### config.mk
export PLATFORM = sky130hd
export DESIGN_NAME = device_capabilities_register
export DESIGN_NICKNAME = d
export VERILOG_FILES = /design/src/core/device_capabilities_register.v /design/src/core/power_limit_capture.v
export VERILOG_INCLUDE_DIRS = /design/src /design/src/core
export SDC_FILE = /design/constraint.sdc
export NUM_CORES = 1
export LEC_CHECK = 0
export BUFFER_PORTS_ARGS = -buffer_cell sky130_fd_sc_hd__buf_4
export CAP_MARGIN = 20
export CORE_ASPECT_RATIO = 1.4
export CORE_MARGIN = 2
export CORE_UTILIZATION = 30
export DETAILED_ROUTE_END_ITERATION = 8
export HOLD_SLACK_MARGIN = 0.02
export PLACE_DENSITY_LB_ADDON = 0.08
export SYNTH_ARGS = -nofsm -noshare
export SYNTH_HDL_FRONTEND = slang
export SYNTH_SLANG_ARGS = --single-unit
### constraint.sdc
create_clock -name I_CORE_CLK -period 3 [get_ports I_CORE_CLK]
set_clock_uncertainty 0.1 [all_clocks]
set_input_delay 0.3 -clock I_CORE_CLK [delete_from_list [all_inputs] [get_ports I_CORE_CLK]]
set_output_delay 0.3 -clock I_CORE_CLK [all_outputs]
set_load 0.05 [all_outputs]
### src/core/devcap_map.vh
`ifndef DEVCAP_MAP_VH
`define DEVCAP_MAP_VH

// Byte address of the capability word
`define DEVCAP_OFFSET        12'h044
// Byte address of the lock control word
`define DEVCAP_CTRL_OFFSET   12'h0F0

// Field positions
`define MPS_MSB              2
`define MPS_LSB              0
`define PHANTOM_MSB          4
`define PHANTOM_LSB          3
`define EXT_TAG_BIT          5
`define E0_MSB               8
`define E0_LSB               6
`define E1_MSB               11
`define E1_LSB               9
`define ATTN_BTN_BIT         12
`define ATTN_IND_BIT         13
`define PWR_IND_BIT          14
`define RBER_BIT             15
`define CPV_MSB              25
`define CPV_LSB              18
`define CPS_MSB              27
`define CPS_LSB              26

// Reset values
`define MPS_RESET            3'h4
`define PHANTOM_VALUE        2'h0
`define EXT_TAG_RESET        1'h1
`define LAT_VALUE            3'h0
`define RBER_VALUE           1'h1
`define CPV_RESET            8'h00
`define CPS_RESET            2'h0

// Control word bits: bit 0 unlock
`define CTRL_UNLOCK_BIT      0

`endif

### src/core/device_capabilities_register.v
// Our own choice: register access over Avalon-MM.
`timescale 1ns/1ps
`include "devcap_map.vh"
module device_capabilities_register (
    input  wire        I_CORE_CLK,        // 20 MHz core clock
    input  wire        I_RST_N,           // Async reset, active low
    input  wire        I_UPSTREAM,        // Static: port is upstream
    input  wire        I_MSG_VALID,       // One-cycle power-limit message strobe
    input  wire [7:0]  I_MSG_VALUE,       // Message power value
    input  wire [1:0]  I_MSG_SCALE,       // Message power scale
    input  wire [11:0] I_ADDRESS,         // Avalon byte address
    input  wire        I_READ,            // Avalon read
    input  wire        I_WRITE,           // Avalon write
    input  wire [31:0] I_WRITEDATA,       // Avalon write data
    input  wire [3:0]  I_BYTEENABLE,      // Avalon byte enables
    output reg  [31:0] O_READDATA,        // Avalon read data
    output reg         O_WAITREQUEST      // Avalon waitrequest
);
    // Bus handshake states
    localparam  ST_IDLE   = 1'h0;           // No request taken yet
    localparam  ST_ANSWER = 1'h1;           // Waitrequest low, read data standing

    // Bus side
    reg         state_r;                    // Handshake state
    reg         state_nxt;                  // Next handshake state
    reg         wait_nxt;                   // Next waitrequest
    reg  [31:0] rdata_nxt;                  // Next read data

    // Lockable fields and unlock control
    reg  [2:0]  mps_r;                      // Max payload supported
    reg  [2:0]  mps_nxt;                    // Next max payload supported
    reg         ext_tag_r;                  // Extended tag support
    reg         ext_tag_nxt;                // Next extended tag support
    reg         unlock_r;                   // Lockable fields writable
    reg         unlock_nxt;                 // Next unlock

    // Strap synchroniser
    reg         up_meta_r;                  // First flop, not read by logic
    reg         up_sync_r;                  // Port role, synchronised

    // Capability word and decode
    reg  [31:0] cap_word;                   // Assembled capability word
    wire [7:0]  cap_value;                  // Captured power value
    wire [1:0]  cap_scale;                  // Captured power scale
    wire        take;                       // Request taken this edge
    wire        take_rd;                    // Read taken
    wire        take_wr;                    // Write taken
    wire        sel_cap;                    // Capability word addressed
    wire        sel_ctrl;                   // Control word addressed

    // True when a bus address selects the given register
    function addr_is;
        input [11:0] addr;
        input [11:0] target;
        begin
            addr_is = (addr == target);
        end
    endfunction

    // Write strobe for a register whose writable bits sit in byte lane 0
    function lane0_write;
        input       allowed;
        input [3:0] byte_en;
        begin
            lane0_write = allowed & byte_en[0];
        end
    endfunction

    // Port role comes from a strap pin; two flops before any logic reads it.
    // It reads as downstream for two cycles after reset, when captured fields are zero anyway.
    always @(posedge I_CORE_CLK or negedge I_RST_N) begin
        if (!I_RST_N) begin
            up_meta_r <= 1'h0;
            up_sync_r <= 1'h0;
        end else begin
            up_meta_r <= I_UPSTREAM;
            up_sync_r <= up_meta_r;
        end
    end

    // Captured power fields follow the last message, upstream port only
    power_limit_capture power_limit_capture_i (
        .i_clk       (I_CORE_CLK),
        .i_rst_n     (I_RST_N),
        .i_upstream  (up_sync_r),
        .i_msg_valid (I_MSG_VALID),
        .i_msg_value (I_MSG_VALUE),
        .i_msg_scale (I_MSG_SCALE),
        .o_value     (cap_value),
        .o_scale     (cap_scale)
    );

    // A request is taken only when idle, so a request still held in the answer cycle is not taken twice
    assign take     = (state_r == ST_IDLE) & (I_READ | I_WRITE);
    assign take_rd  = take & I_READ;
    assign take_wr  = take & I_WRITE;
    assign sel_cap  = addr_is(I_ADDRESS, `DEVCAP_OFFSET);
    assign sel_ctrl = addr_is(I_ADDRESS, `DEVCAP_CTRL_OFFSET);

    // Read-only bits are constants; only payload, tag and captured power fields vary
    always @* begin
        cap_word                            = 32'h0000_0000;
        cap_word[`MPS_MSB:`MPS_LSB]         = mps_r;
        cap_word[`PHANTOM_MSB:`PHANTOM_LSB] = `PHANTOM_VALUE;
        cap_word[`EXT_TAG_BIT]              = ext_tag_r;
        cap_word[`E0_MSB:`E0_LSB]           = `LAT_VALUE;
        cap_word[`E1_MSB:`E1_LSB]           = `LAT_VALUE;
        cap_word[`ATTN_BTN_BIT]             = 1'h0;
        cap_word[`ATTN_IND_BIT]             = 1'h0;
        cap_word[`PWR_IND_BIT]              = 1'h0;
        cap_word[`RBER_BIT]                 = `RBER_VALUE;
        cap_word[`CPV_MSB:`CPV_LSB]         = cap_value;
        cap_word[`CPS_MSB:`CPS_LSB]         = cap_scale;
    end

    // Handshake: a taken request gets one wait cycle, then waitrequest
    // stays low for exactly one cycle while the master holds its request
    always @* begin
        state_nxt = state_r;
        wait_nxt  = 1'h1;
        case (state_r)
            ST_IDLE: begin
                // Answer in the cycle after the request is seen
                if (I_READ | I_WRITE) begin
                    state_nxt = ST_ANSWER;
                    wait_nxt  = 1'h0;
                end
            end
            ST_ANSWER: begin
                // Master samples waitrequest low at this edge and releases
                state_nxt = ST_IDLE;
                wait_nxt  = 1'h1;
            end
            default: begin
                // Unreachable code; fall back to idle
                state_nxt = ST_IDLE;
                wait_nxt  = 1'h1;
            end
        endcase
    end

    // Read data is loaded when a read is taken and then stands
    // until the next read answer
    always @* begin
        rdata_nxt = O_READDATA;
        if (take_rd) begin
            if (sel_cap)
                rdata_nxt = cap_word;
            else if (sel_ctrl)
                rdata_nxt = {31'h0000_0000, unlock_r};
            else
                rdata_nxt = 32'h0000_0000;
        end
    end

    // Lockable fields take a write only while unlocked; the unlock bit
    // itself is always writable; writes to other addresses are dropped
    always @* begin
        unlock_nxt  = unlock_r;
        mps_nxt     = mps_r;
        ext_tag_nxt = ext_tag_r;
        if (take_wr && sel_ctrl && lane0_write(1'h1, I_BYTEENABLE))
            unlock_nxt = I_WRITEDATA[`CTRL_UNLOCK_BIT];
        if (take_wr && sel_cap && lane0_write(unlock_r, I_BYTEENABLE)) begin
            mps_nxt     = I_WRITEDATA[`MPS_MSB:`MPS_LSB];
            ext_tag_nxt = I_WRITEDATA[`EXT_TAG_BIT];
        end
    end

    // Handshake registers; waitrequest is high through reset
    always @(posedge I_CORE_CLK or negedge I_RST_N) begin
        if (!I_RST_N) begin
            state_r       <= ST_IDLE;
            O_WAITREQUEST <= 1'h1;
        end else begin
            state_r       <= state_nxt;
            O_WAITREQUEST <= wait_nxt;
        end
    end

    // Read data register
    always @(posedge I_CORE_CLK or negedge I_RST_N) begin
        if (!I_RST_N)
            O_READDATA <= 32'h0000_0000;
        else
            O_READDATA <= rdata_nxt;
    end

    // Lockable field registers; reset restores the advertised defaults
    // even if software changed them while unlocked
    always @(posedge I_CORE_CLK or negedge I_RST_N) begin
        if (!I_RST_N) begin
            mps_r     <= `MPS_RESET;
            ext_tag_r <= `EXT_TAG_RESET;
        end else begin
            mps_r     <= mps_nxt;
            ext_tag_r <= ext_tag_nxt;
        end
    end

    // Unlock register; the port comes out of reset locked
    always @(posedge I_CORE_CLK or negedge I_RST_N) begin
        if (!I_RST_N)
            unlock_r <= 1'h0;
        else
            unlock_r <= unlock_nxt;
    end
endmodule // device_capabilities_register

### src/core/power_limit_capture.v
`timescale 1ns/1ps
`include "devcap_map.vh"
module power_limit_capture (
    input  wire       i_clk,        // Core clock
    input  wire       i_rst_n,      // Async reset, active low
    input  wire       i_upstream,   // Port is upstream
    input  wire       i_msg_valid,  // Power-limit message received
    input  wire [7:0] i_msg_value,  // Message value
    input  wire [1:0] i_msg_scale,  // Message scale
    output reg  [7:0] o_value,      // Captured value
    output reg  [1:0] o_scale       // Captured scale
);
    always @(posedge i_clk or negedge i_rst_n) begin
        if (!i_rst_n) begin
            o_value <= `CPV_RESET;
            o_scale <= `CPS_RESET;
        end else if (!i_upstream) begin
            o_value <= `CPV_RESET;
            o_scale <= `CPS_RESET;
        end else if (i_msg_valid) begin
            o_value <= i_msg_value;
            o_scale <= i_msg_scale;
        end
    end
endmodule // power_limit_capture

* Yosys cells after proc, flatten, opt, wreduce, memory -nomap -nowiden
Index checks and enable logic that the tools add are counted.
** Word-level totals
- Flip-flop bits (word level) :: 51
- Logic and storage cells :: 33
- Output and inout bits :: 33
- Input bits :: 64
** Operators by class
- Reduce and logical (&&, ||, !) cells :: 4
- Mux-type cells :: 10
- Equal/unequal tests :: 3
- Bitwise operators :: 6
** Operators by type and width (number)
- two-way mux 28 bit :: 1
- two-way mux 8 bit :: 2
- equality test 12 x 7 -> 1 bit (second input constant) :: 1
- equality test 12 x 8 -> 1 bit (second input constant) :: 1
- AND 1 bit :: 4
- logical AND 1 bit :: 4
- two-way mux 2 bit :: 2
- one-hot mux 1 bit (2 select lines) :: 2
- two-way mux 1 bit :: 3
- != test 2 bit (second input constant) :: 1
- inverter 1 bit :: 1
- OR 1 bit :: 1

* Longest topological paths before layout
Gate-level depths: netlist of the first run.
- Depth after elaboration :: 5
- Mapped depth :: 5
- Mapped depth without buffers :: 3

* Cells and area by module
From an unflattened synthesis of the first run, not the netlist that was laid out.
** Unflattened totals
- Cell total of the unflattened synthesis :: 141
- Area, all modules :: 1591.5 um^2
** Modules (own cells, without submodules)
- device_capabilities_register :: instances 1, seq. area each 604.3 um^2, cells an instance 110, area an instance 1167.4 um^2
- power_limit_capture :: instances 1, seq. area each 250.2 um^2, cells an instance 31, area an instance 424.2 um^2

* Worst setup path after synthesis of the first run
No wires, ideal clock.
- Path kind :: input-to-reg
- Start point :: input port I_ADDRESS[10]
- End point :: register mps_r[0]
- Required time :: 2.775 ns
- Setup time :: 0.125 ns
- Arrival :: 1.102 ns
- Slack :: 1.673 ns
- Path buffers :: 0
- Stages :: 3
- Cell sequence :: nor4_4 -> nand4_2 -> mux2_2
** On the way
- Longest elaborated chain between the ends :: 3
** RTL lines
- from (decl) :: line device_capabilities_register.v:11 : input wire [11:0] I_ADDRESS,
- equality test 12 x 7 -> 1 bit :: line device_capabilities_register.v:56 : addr_is = (addr == target);
- logical AND 1 bit (2 in a row) :: line device_capabilities_register.v:164 : if (take_wr && sel_cap && lane0_write(unlock_r, I_BYTEENABLE)) begin
- to (signal assigned) :: line device_capabilities_register.v:193 : mps_r <= `MPS_RESET;
- to (signal assigned) :: line device_capabilities_register.v:196 : mps_r <= mps_nxt;
- to (decl) :: line device_capabilities_register.v:30 : reg [2:0] mps_r;
Every way passes these cells.
A chain may end at the register's enable or synchronous reset.

* Worst setup path after layout of the first run
- Start point :: input port I_ADDRESS[9]
- End point :: register O_READDATA[20]
** On the way
- Longest elaborated chain between the ends :: 2
** RTL lines
- equality test 12 x 7 -> 1 bit :: line device_capabilities_register.v:56
- two-way mux 28 bit :: line device_capabilities_register.v:147 : if (sel_cap)
- to (signal assigned) :: line device_capabilities_register.v:186 : O_READDATA <= rdata_nxt;
- to (decl) :: line device_capabilities_register.v:16 : output reg [31:0] O_READDATA,
Every way passes these cells.

==> results of run 1 <==
==> worst max-delay path: stages <==
cell and delay (ns):
buf_4 0.12, nor4b_4 0.36, nand3_1 0.49, o21ai_0 0.31
==> report_power, final <==
group | leakage (uW) | switching, uW | internal, uW | total, uW
registers | 0.000451 | 7.60 | 472 | 479
clock network | 0.0000482 | 156 | 185 | 340
logic | 0.000507 | 96.8 | 49.2 | 146
==> layout by cell type, fill, tap and decap left out <==
| master | n |
|---|---|
| clkbuf_1 | 1 |
| and3b_1 | 1 |
| nand4_2 | 1 |
| clkbuf_8 | 6 |
| dlygate4sd3_1 | 2 |
| nor2b_1 | 11 |
| mux2_2 | 5 |
| clkinv_2 | 1 |
| nand4_1 | 1 |
| dfrtp_1 | 31 |
| o21ai_1 | 10 |
| mux2i_1 | 10 |
| conb_1 | 17 |
| nand2b_1 | 1 |
| and4b_1 | 2 |
| inv_1 | 1 |
| nor2_1 | 1 |
| nor4_4 | 1 |
| a22oi_1 | 1 |
| dfstp_2 | 3 |
| or2_2 | 1 |
| o21ai_0 | 5 |
| nor4b_4 | 2 |
| nand2_1 | 28 |
| nand3_1 | 2 |
| buf_4 | 49 |
==> how the worst min path moves through the flow <==
stage                   start             to  slack [ns]
6_report       I_WRITEDATA[5]      ext_tag_r        0.16
4_1_cts        I_WRITEDATA[5]      ext_tag_r        0.15
3_3_place_gp          I_RST_N      up_meta_r        0.17
5_1_grt        I_WRITEDATA[1]       mps_r[1]        0.15
3_5_place_dp          I_RST_N      up_meta_r        0.18
2_1_floorplan         I_RST_N  O_READDATA[0]        -0.1
==> metrics by stage <==
step | power [uW] | hold slack (ns) | std cells | instance area (um^2)
global placement | 630.9 | 0.1713 | 250 | 1928
finish | 965.8 | 0.1578 | 260 | 2039
CTS | 983.4 | 0.1454 | 260 | 2039
global route | 1014 | 0.1483 | 260 | 2039
detailed placement | 633.4 | 0.1791 | 250 | 1928
floorplan | 591.3 | -0.09559 | 157 | 1629
==> synth_stat cells (2+ instances only) <==
| master | instances |
|---|---|
| dfstp_2 | 3 |
| and4b_1 | 2 |
| dfrtp_1 | 31 |
| mux2i_1 | 10 |
| nand2_1 | 28 |
| buf_4 | 17 |
| o21ai_1 | 10 |
| nand3_1 | 2 |
| mux2_2 | 5 |
| buf_2 | 4 |
| nor2b_1 | 11 |
| o21ai_0 | 5 |
| nor4b_4 | 2 |
==> final cells by class <==
| type | count | area share |
|---|---|---|
| Clock buffer | 7 | 0.04233 |
| Clock inverter | 1 | 0.002454 |
| Inverter | 1 | 0.001840 |
| Multi-Input combinational cell | 100 | 0.3037 |
| Sequential cell | 34 | 0.4190 |
| Tap cell | 66 | 0.04049 |
| Timing Repair Buffer | 51 | 0.1902 |
==> logic make-up after synthesis <==
group	after synthesis	synth area share
other cells	1	0.002390
compound gates	16	0.05263
buf+inv	23	0.09888
simple gates	52	0.2018
mux	15	0.09968
flops	34	0.5447
==> metal layers <==
layer / track usage / routed length, um
met5: 0 / 0
met4: 0.05114 / 49
met2: 0.2137 / 1669
met3: 0.04115 / 201
met1: 0.1299 / 1316
==> flip-flops by register name, summed over array words and instances, names as in the netlist <==
signal and count:
power_limit_capture_i.o_value 8, mps_r 3, lane0_write.allowed 1, up_meta_r 1
O_READDATA 15, up_sync_r 1, O_WAITREQUEST 1, ext_tag_r 1
state_r 1, power_limit_capture_i.o_scale 2
==> repair_timing <==
item / CTS / global route
hold endpoints to repair: 32 / 0
setup endpoints to repair: 0 / 0
resized for setup: 0 / 0
hold buffers: 2 / 0
==> flow_summary.json, run 1 <==
{
  "status": "completed",
  "worst_slack_ns": 1.494,
  "fillCellCount": 546,
  "timing.final.crit_share": 0.5020,
  "cts_made_buffers": 5,
  "syn_inst": 141,
  "fin_crit_ns": 1.506,
  "dieWidth_um": 65.12,
  "synth_edf_count": 0,
  "tns_ns": 0,
  "drc": 0,
  "io_buffers": 48,
  "hold_path_class": "in2reg",
  "hpwl_um": 2222,
  "multi_input_comb_area_um2": 619.3,
  "routed-via-count": 1108,
  "crit_fanout": 14,
  "ios": 97,
  "cp.arrival_ns": 1.59,
  "synth_top_cell_area_share": 0.4944,
  "synthesis.area_um2": 1569,
  "cp-start-kind": "primary input",
  "final_core_util": 0.3983,
  "max_freq_mhz": 664.0,
  "ff2ff_setup_slack_ns": 1.60,
  "grt_max_degree": 35,
  "ant_nets": 0,
  "gr-total-overflow": 0,
  "max_slew_margin": 0.5272,
  "synth_cell_type_count": 24,
  "netlist_top_cells_area": "dfrtp_1 (49%), buf_4 (8.1%), nand2_1 (6.7%)",
  "crit_path_end_kind": "register",
  "critPathKind": "in2reg",
  "worst_slew_pin_slew_ns": 0.7092,
  "initial_core_util": 0.3065,
  "ys_seq_area_frac": 0.5447,
  "clockBufferDepth": 2,
  "powerDensity_nw_per_um2": 473.6,
  "clk_pin_slew_ns": 0.07,
  "critPathLaunch": "I_ADDRESS[9]",
  "wl_per_cell_um": 12.45,
  "rows": 31,
  "grt_pass1_vias": 1120,
  "dr.first_iter.drc_count": 20,
  "globalRouteTotalUtil": 0.1198,
  "drive_above_1_share": 0.3557,
  "antenna_found_initial": 0,
  "yosysWarnings": 0,
  "slew_violations": 0,
  "synthArstFlopShare": 1.000,
  "core_area_um2": 5120,
  "die_h_um": 89.57,
  "drtPass1Iterations": 4,
  "dpl_worst_slack_ns": 1.143,
  "regArea_um2": 854.6,
  "grt_pass1_wl_um": 5140,
  "rsz0062_at_grt": "false",
  "yosys_most_used_dff": "dfrtp_1",
  "syn_area_per_cell_um2": 11.13,
  "drt_wl_total_um": 3237,
  "vdd_drop_max_mv": 0.3191,
  "worst-r2r-cell-count": 3,
  "area_delta_synth_final_pct": 29.98,
  "nNetsFinal": 257,
  "vias_per_cell": 4.262,
  "cts_root_buf": "clkbuf_8",
  "critPathCapture": "O_READDATA[20]",
  "hold_viol_final": 0,
  "antenna_cells": 0,
  "die-area_um2": 5833,
  "insertion_delay_ns": 0.27,
  "clock-sinks": 34,
  "cts_setup_buffers": 0,
  "reg2reg_to": "O_READDATA[21]",
  "cp_data_required_time_ns": 3.08,
  "htreeDepth": 2,
  "gp_congestion": 0.7177,
  "p_leak_uw": 0.001006,
  "cts_tree": "yes",
  "r2r_start": "state_r",
  "drv_cap": 0,
  "ys_ff_latch": 34,
  "setup_viol": 0,
  "holdPathStages": 2,
  "synth_largest_area_cell": "dfrtp_1"
}
No activity file was read; power rests on OpenSTA's default activity.
==> run 2: changes to the inputs <==
--- a/config.mk
+++ b/config.mk
@@ -6,6 +6,7 @@
 export SDC_FILE = /design/constraint.sdc
 export NUM_CORES = 1
 export LEC_CHECK = 0
+export ABC_AREA = 1
 export BUFFER_PORTS_ARGS = -buffer_cell sky130_fd_sc_hd__buf_4
 export CAP_MARGIN = 20
 export CORE_ASPECT_RATIO = 1.4
==> constraint.sdc (replaced) <==
create_clock -name I_CORE_CLK -period 1.55 [get_ports I_CORE_CLK]
set_clock_uncertainty 0.1 [all_clocks]
set_input_delay 0.155 -clock I_CORE_CLK [delete_from_list [all_inputs] [get_ports I_CORE_CLK]]
set_output_delay 0.155 -clock I_CORE_CLK [all_outputs]
set_load 0.05 [all_outputs]
==> flow_summary.json, run 2 <==
{
  "cp-start-kind": "register",
  "regArea_um2": 854.6,
  "core_area_um2": 5197,
  "cp_slowest_cell": "dfrtp_1",
  "report.power.total_uw": 1889,
  "finalNonFillerCells": 312,
  "routed-via-count": 1300,
  "multi_input_comb_area_um2": 560.5,
  "die_h_um": 90.99,
  "nNetsFinal": 309,
  "status": "completed",
  "slew_violations": 0,
  "cts_tree": "yes",
  "worst_slew_pin_slew_ns": 0.5419,
  "synth_cell_type_count": 19,
  "globalRouteTotalUtil": 0.1216,
  "drtPass1Iterations": 4,
  "synthArstFlopShare": 1.000,
  "setup_viol": 0,
  "synth-compound-area-share": 0.09182,
  "dieWidth_um": 66.14,
  "hold_viol_final": 0,
  "cts_made_buffers": 5,
  "muxShareOfSynthArea": 0,
  "drt_wl_total_um": 3405,
  "powerDensity_nw_per_um2": 864.7,
  "synthesis.area_um2": 1622,
  "hold_path_class": "in2reg",
  "ys_seq_area_frac": 0.5270,
  "grt_pass1_wl_um": 5506,
  "clockBufferDepth": 2,
  "crit_path_end_kind": "register",
  "yosys_most_used_dff": "dfrtp_1",
  "initial_core_util": 0.3120,
  "ios": 97,
  "critPathKind": "reg2reg",
  "fillCellCount": 552,
  "synth-simple-area-share": 0.2145,
  "rsz0062_at_grt": "false",
  "max_freq_mhz": 778.9,
  "vdd_drop_max_mv": 0.3222,
  "clock-sinks": 34,
  "placed_cells": 294,
  "drc": 0,
  "synth_top_family_by_area": "simple AND/OR/NAND/NOR gates",
  "largest-register": "O_READDATA",
  "crit_chain": "nor2_4, inv_1, nand2_1, o21ai_0",
  "synth_xor_area_frac": 0,
  "die-area_um2": 6018,
  "synth_edf_count": 0,
  "cp_data_required_time_ns": 1.61,
  "ys_ff_latch": 34,
  "syn_inst": 182,
  "io_buffers": 48,
  "synth_largest_area_cell": "dfrtp_1",
  "max_slew_margin": 0.6384,
  "synthAdderAreaFrac": 0,
  "antenna_cells": 0,
  "netlist_top_cells_area": "dfrtp_1 (48%), nand2_1 (8.6%), buf_4 (8.3%)",
  "synth_top_cell_area_share": 0.4784,
  "drv_cap": 0,
  "cpPeakStageDelay_ns": 0.42,
  "clk_pin_slew_ns": 0.06,
  "yosysWarnings": 0,
  "gr-total-overflow": 0,
  "cts_root_buf": "clkbuf_8",
  "top_regs": "O_READDATA (15), power_limit_capture_i.o_value (8), mps_r (3)",
  "cp.arrival_ns": 1.34,
  "crit_fanout": 16,
  "rows": 31,
  "drive_above_1_share": 0.3252,
  "ant_nets": 0,
  "post_cts_resized": 0,
  "area_delta_synth_final_pct": 34.72,
  "grt_pass1_vias": 1214,
  "path_buf_inv": 1,
  "hpwl_um": 2517,
  "antenna_found_initial": 0,
  "grt_max_degree": 35,
  "synth_commonest_cells": "nand2_1 (37), dfrtp_1 (31), inv_1 (29)",
  "syn_area_per_cell_um2": 8.910,
  "cts_setup_buffers": 0,
  "largest_reg_flops": 15,
  "synth.most_common_cell": "nand2_1",
  "layout_common_cells": "buf_4 (51), nand2_1 (37), dfrtp_1 (31)",
  "fin_crit_ns": 1.284,
  "htreeDepth": 2,
  "p_leak_uw": 0.001130,
  "wl_per_cell_um": 10.91,
  "cp_top_family": "flip-flops",
  "gp_congestion": 0.7337,
  "tns_ns": 0,
  "dr.first_iter.drc_count": 54,
  "timing.final.crit_share": 0.8283,
  "insertion_delay_ns": 0.28,
  "vias_per_cell": 4.167,
  "final_common_cell": "buf_4",
  "ff2ff_setup_slack_ns": 0.27
}
run 2: final cells by class:
| type | instances | area share |
|---|---|---|
| clock inverters | 1 | 0.002291 |
| multi-input cells | 113 | 0.2566 |
| flip-flops and latches | 34 | 0.3912 |
| clock buffers | 7 | 0.03952 |
| repair buffers | 61 | 0.2211 |
| well taps | 66 | 0.03780 |
| inverters | 30 | 0.05155 |
run 2: where the power goes:
group	switching [uW]	internal (uW)
sequential	10.2	915
clock	301	358
combinational	206	98.6
total	517	1370
run 2: per-stage QoR:
stage / hold WS, ns / instance area, um^2 / util / worst slack, ns
floorplan: -0.2406 / 1682 / - / 0.3663
global placement: 0.03796 / 1993 / 0.3835 / 0.2455
detailed placement: 0.03472 / 1993 / 0.3835 / 0.2240
CTS: 0.02301 / 2185 / 0.4203 / 0.2148
global route: 0.02717 / 2185 / 0.4203 / 0.1037
finish: 0.02468 / 2185 / 0.4203 / 0.2661
run 2: kinds of logic (layout without fill, tap and decap cells):
| logic type | after synthesis | after routing |
|---|---|---|
| flip-flops | 34 | 34 |
| AND/OR/NAND/NOR | 73 | 73 |
| AO/OA/AOI/OAI | 23 | 23 |
| buffers and inverters | 51 | 99 |
| other | 1 | 17 |
run 2: final timing paths:
path	from	endpoint	depth (start not counted)
max in group asynchronous	I_RST_N	O_WAITREQUEST	2
worst max-delay path	state_r	O_READDATA[18]	4
min in group asynchronous	I_RST_N	O_READDATA[27]	2
worst min-delay path	I_MSG_SCALE[0]	power_limit_capture_i.o_scale[0]	3
worst max register to register	state_r	O_READDATA[18]	4
worst min register to register	up_meta_r	up_sync_r	0
run 2: routing by layer:
| metal | share of wire | global-route usage | wire, um | vias up |
|---|---|---|---|---|
| met4 | 0.023 | 0.06122 | 80 | 0 |
| met5 | 0 | 0 | 0 | - |
| met3 | 0.061 | 0.03098 | 209 | 5 |
| met2 | 0.52 | 0.2100 | 1765 | 40 |
| li1 | - | - | - | 660 |
| met1 | 0.40 | 0.1336 | 1350 | 595 |
run 2: what timing repair did:
action | CTS | global route
setup endpoints to repair | 0 | 0
hold endpoints to repair | 40 | 0
hold buffers | 10 | 0
run 2: worst reg2reg max path: cells and delay by family (launching register included):
kind                   cells  cell delay [ns]
AOI/OAI and AO/OA          1             0.09
and+or+nand+nor            2             0.30
buffers and inverters      1             0.27
DFF                        1             0.42
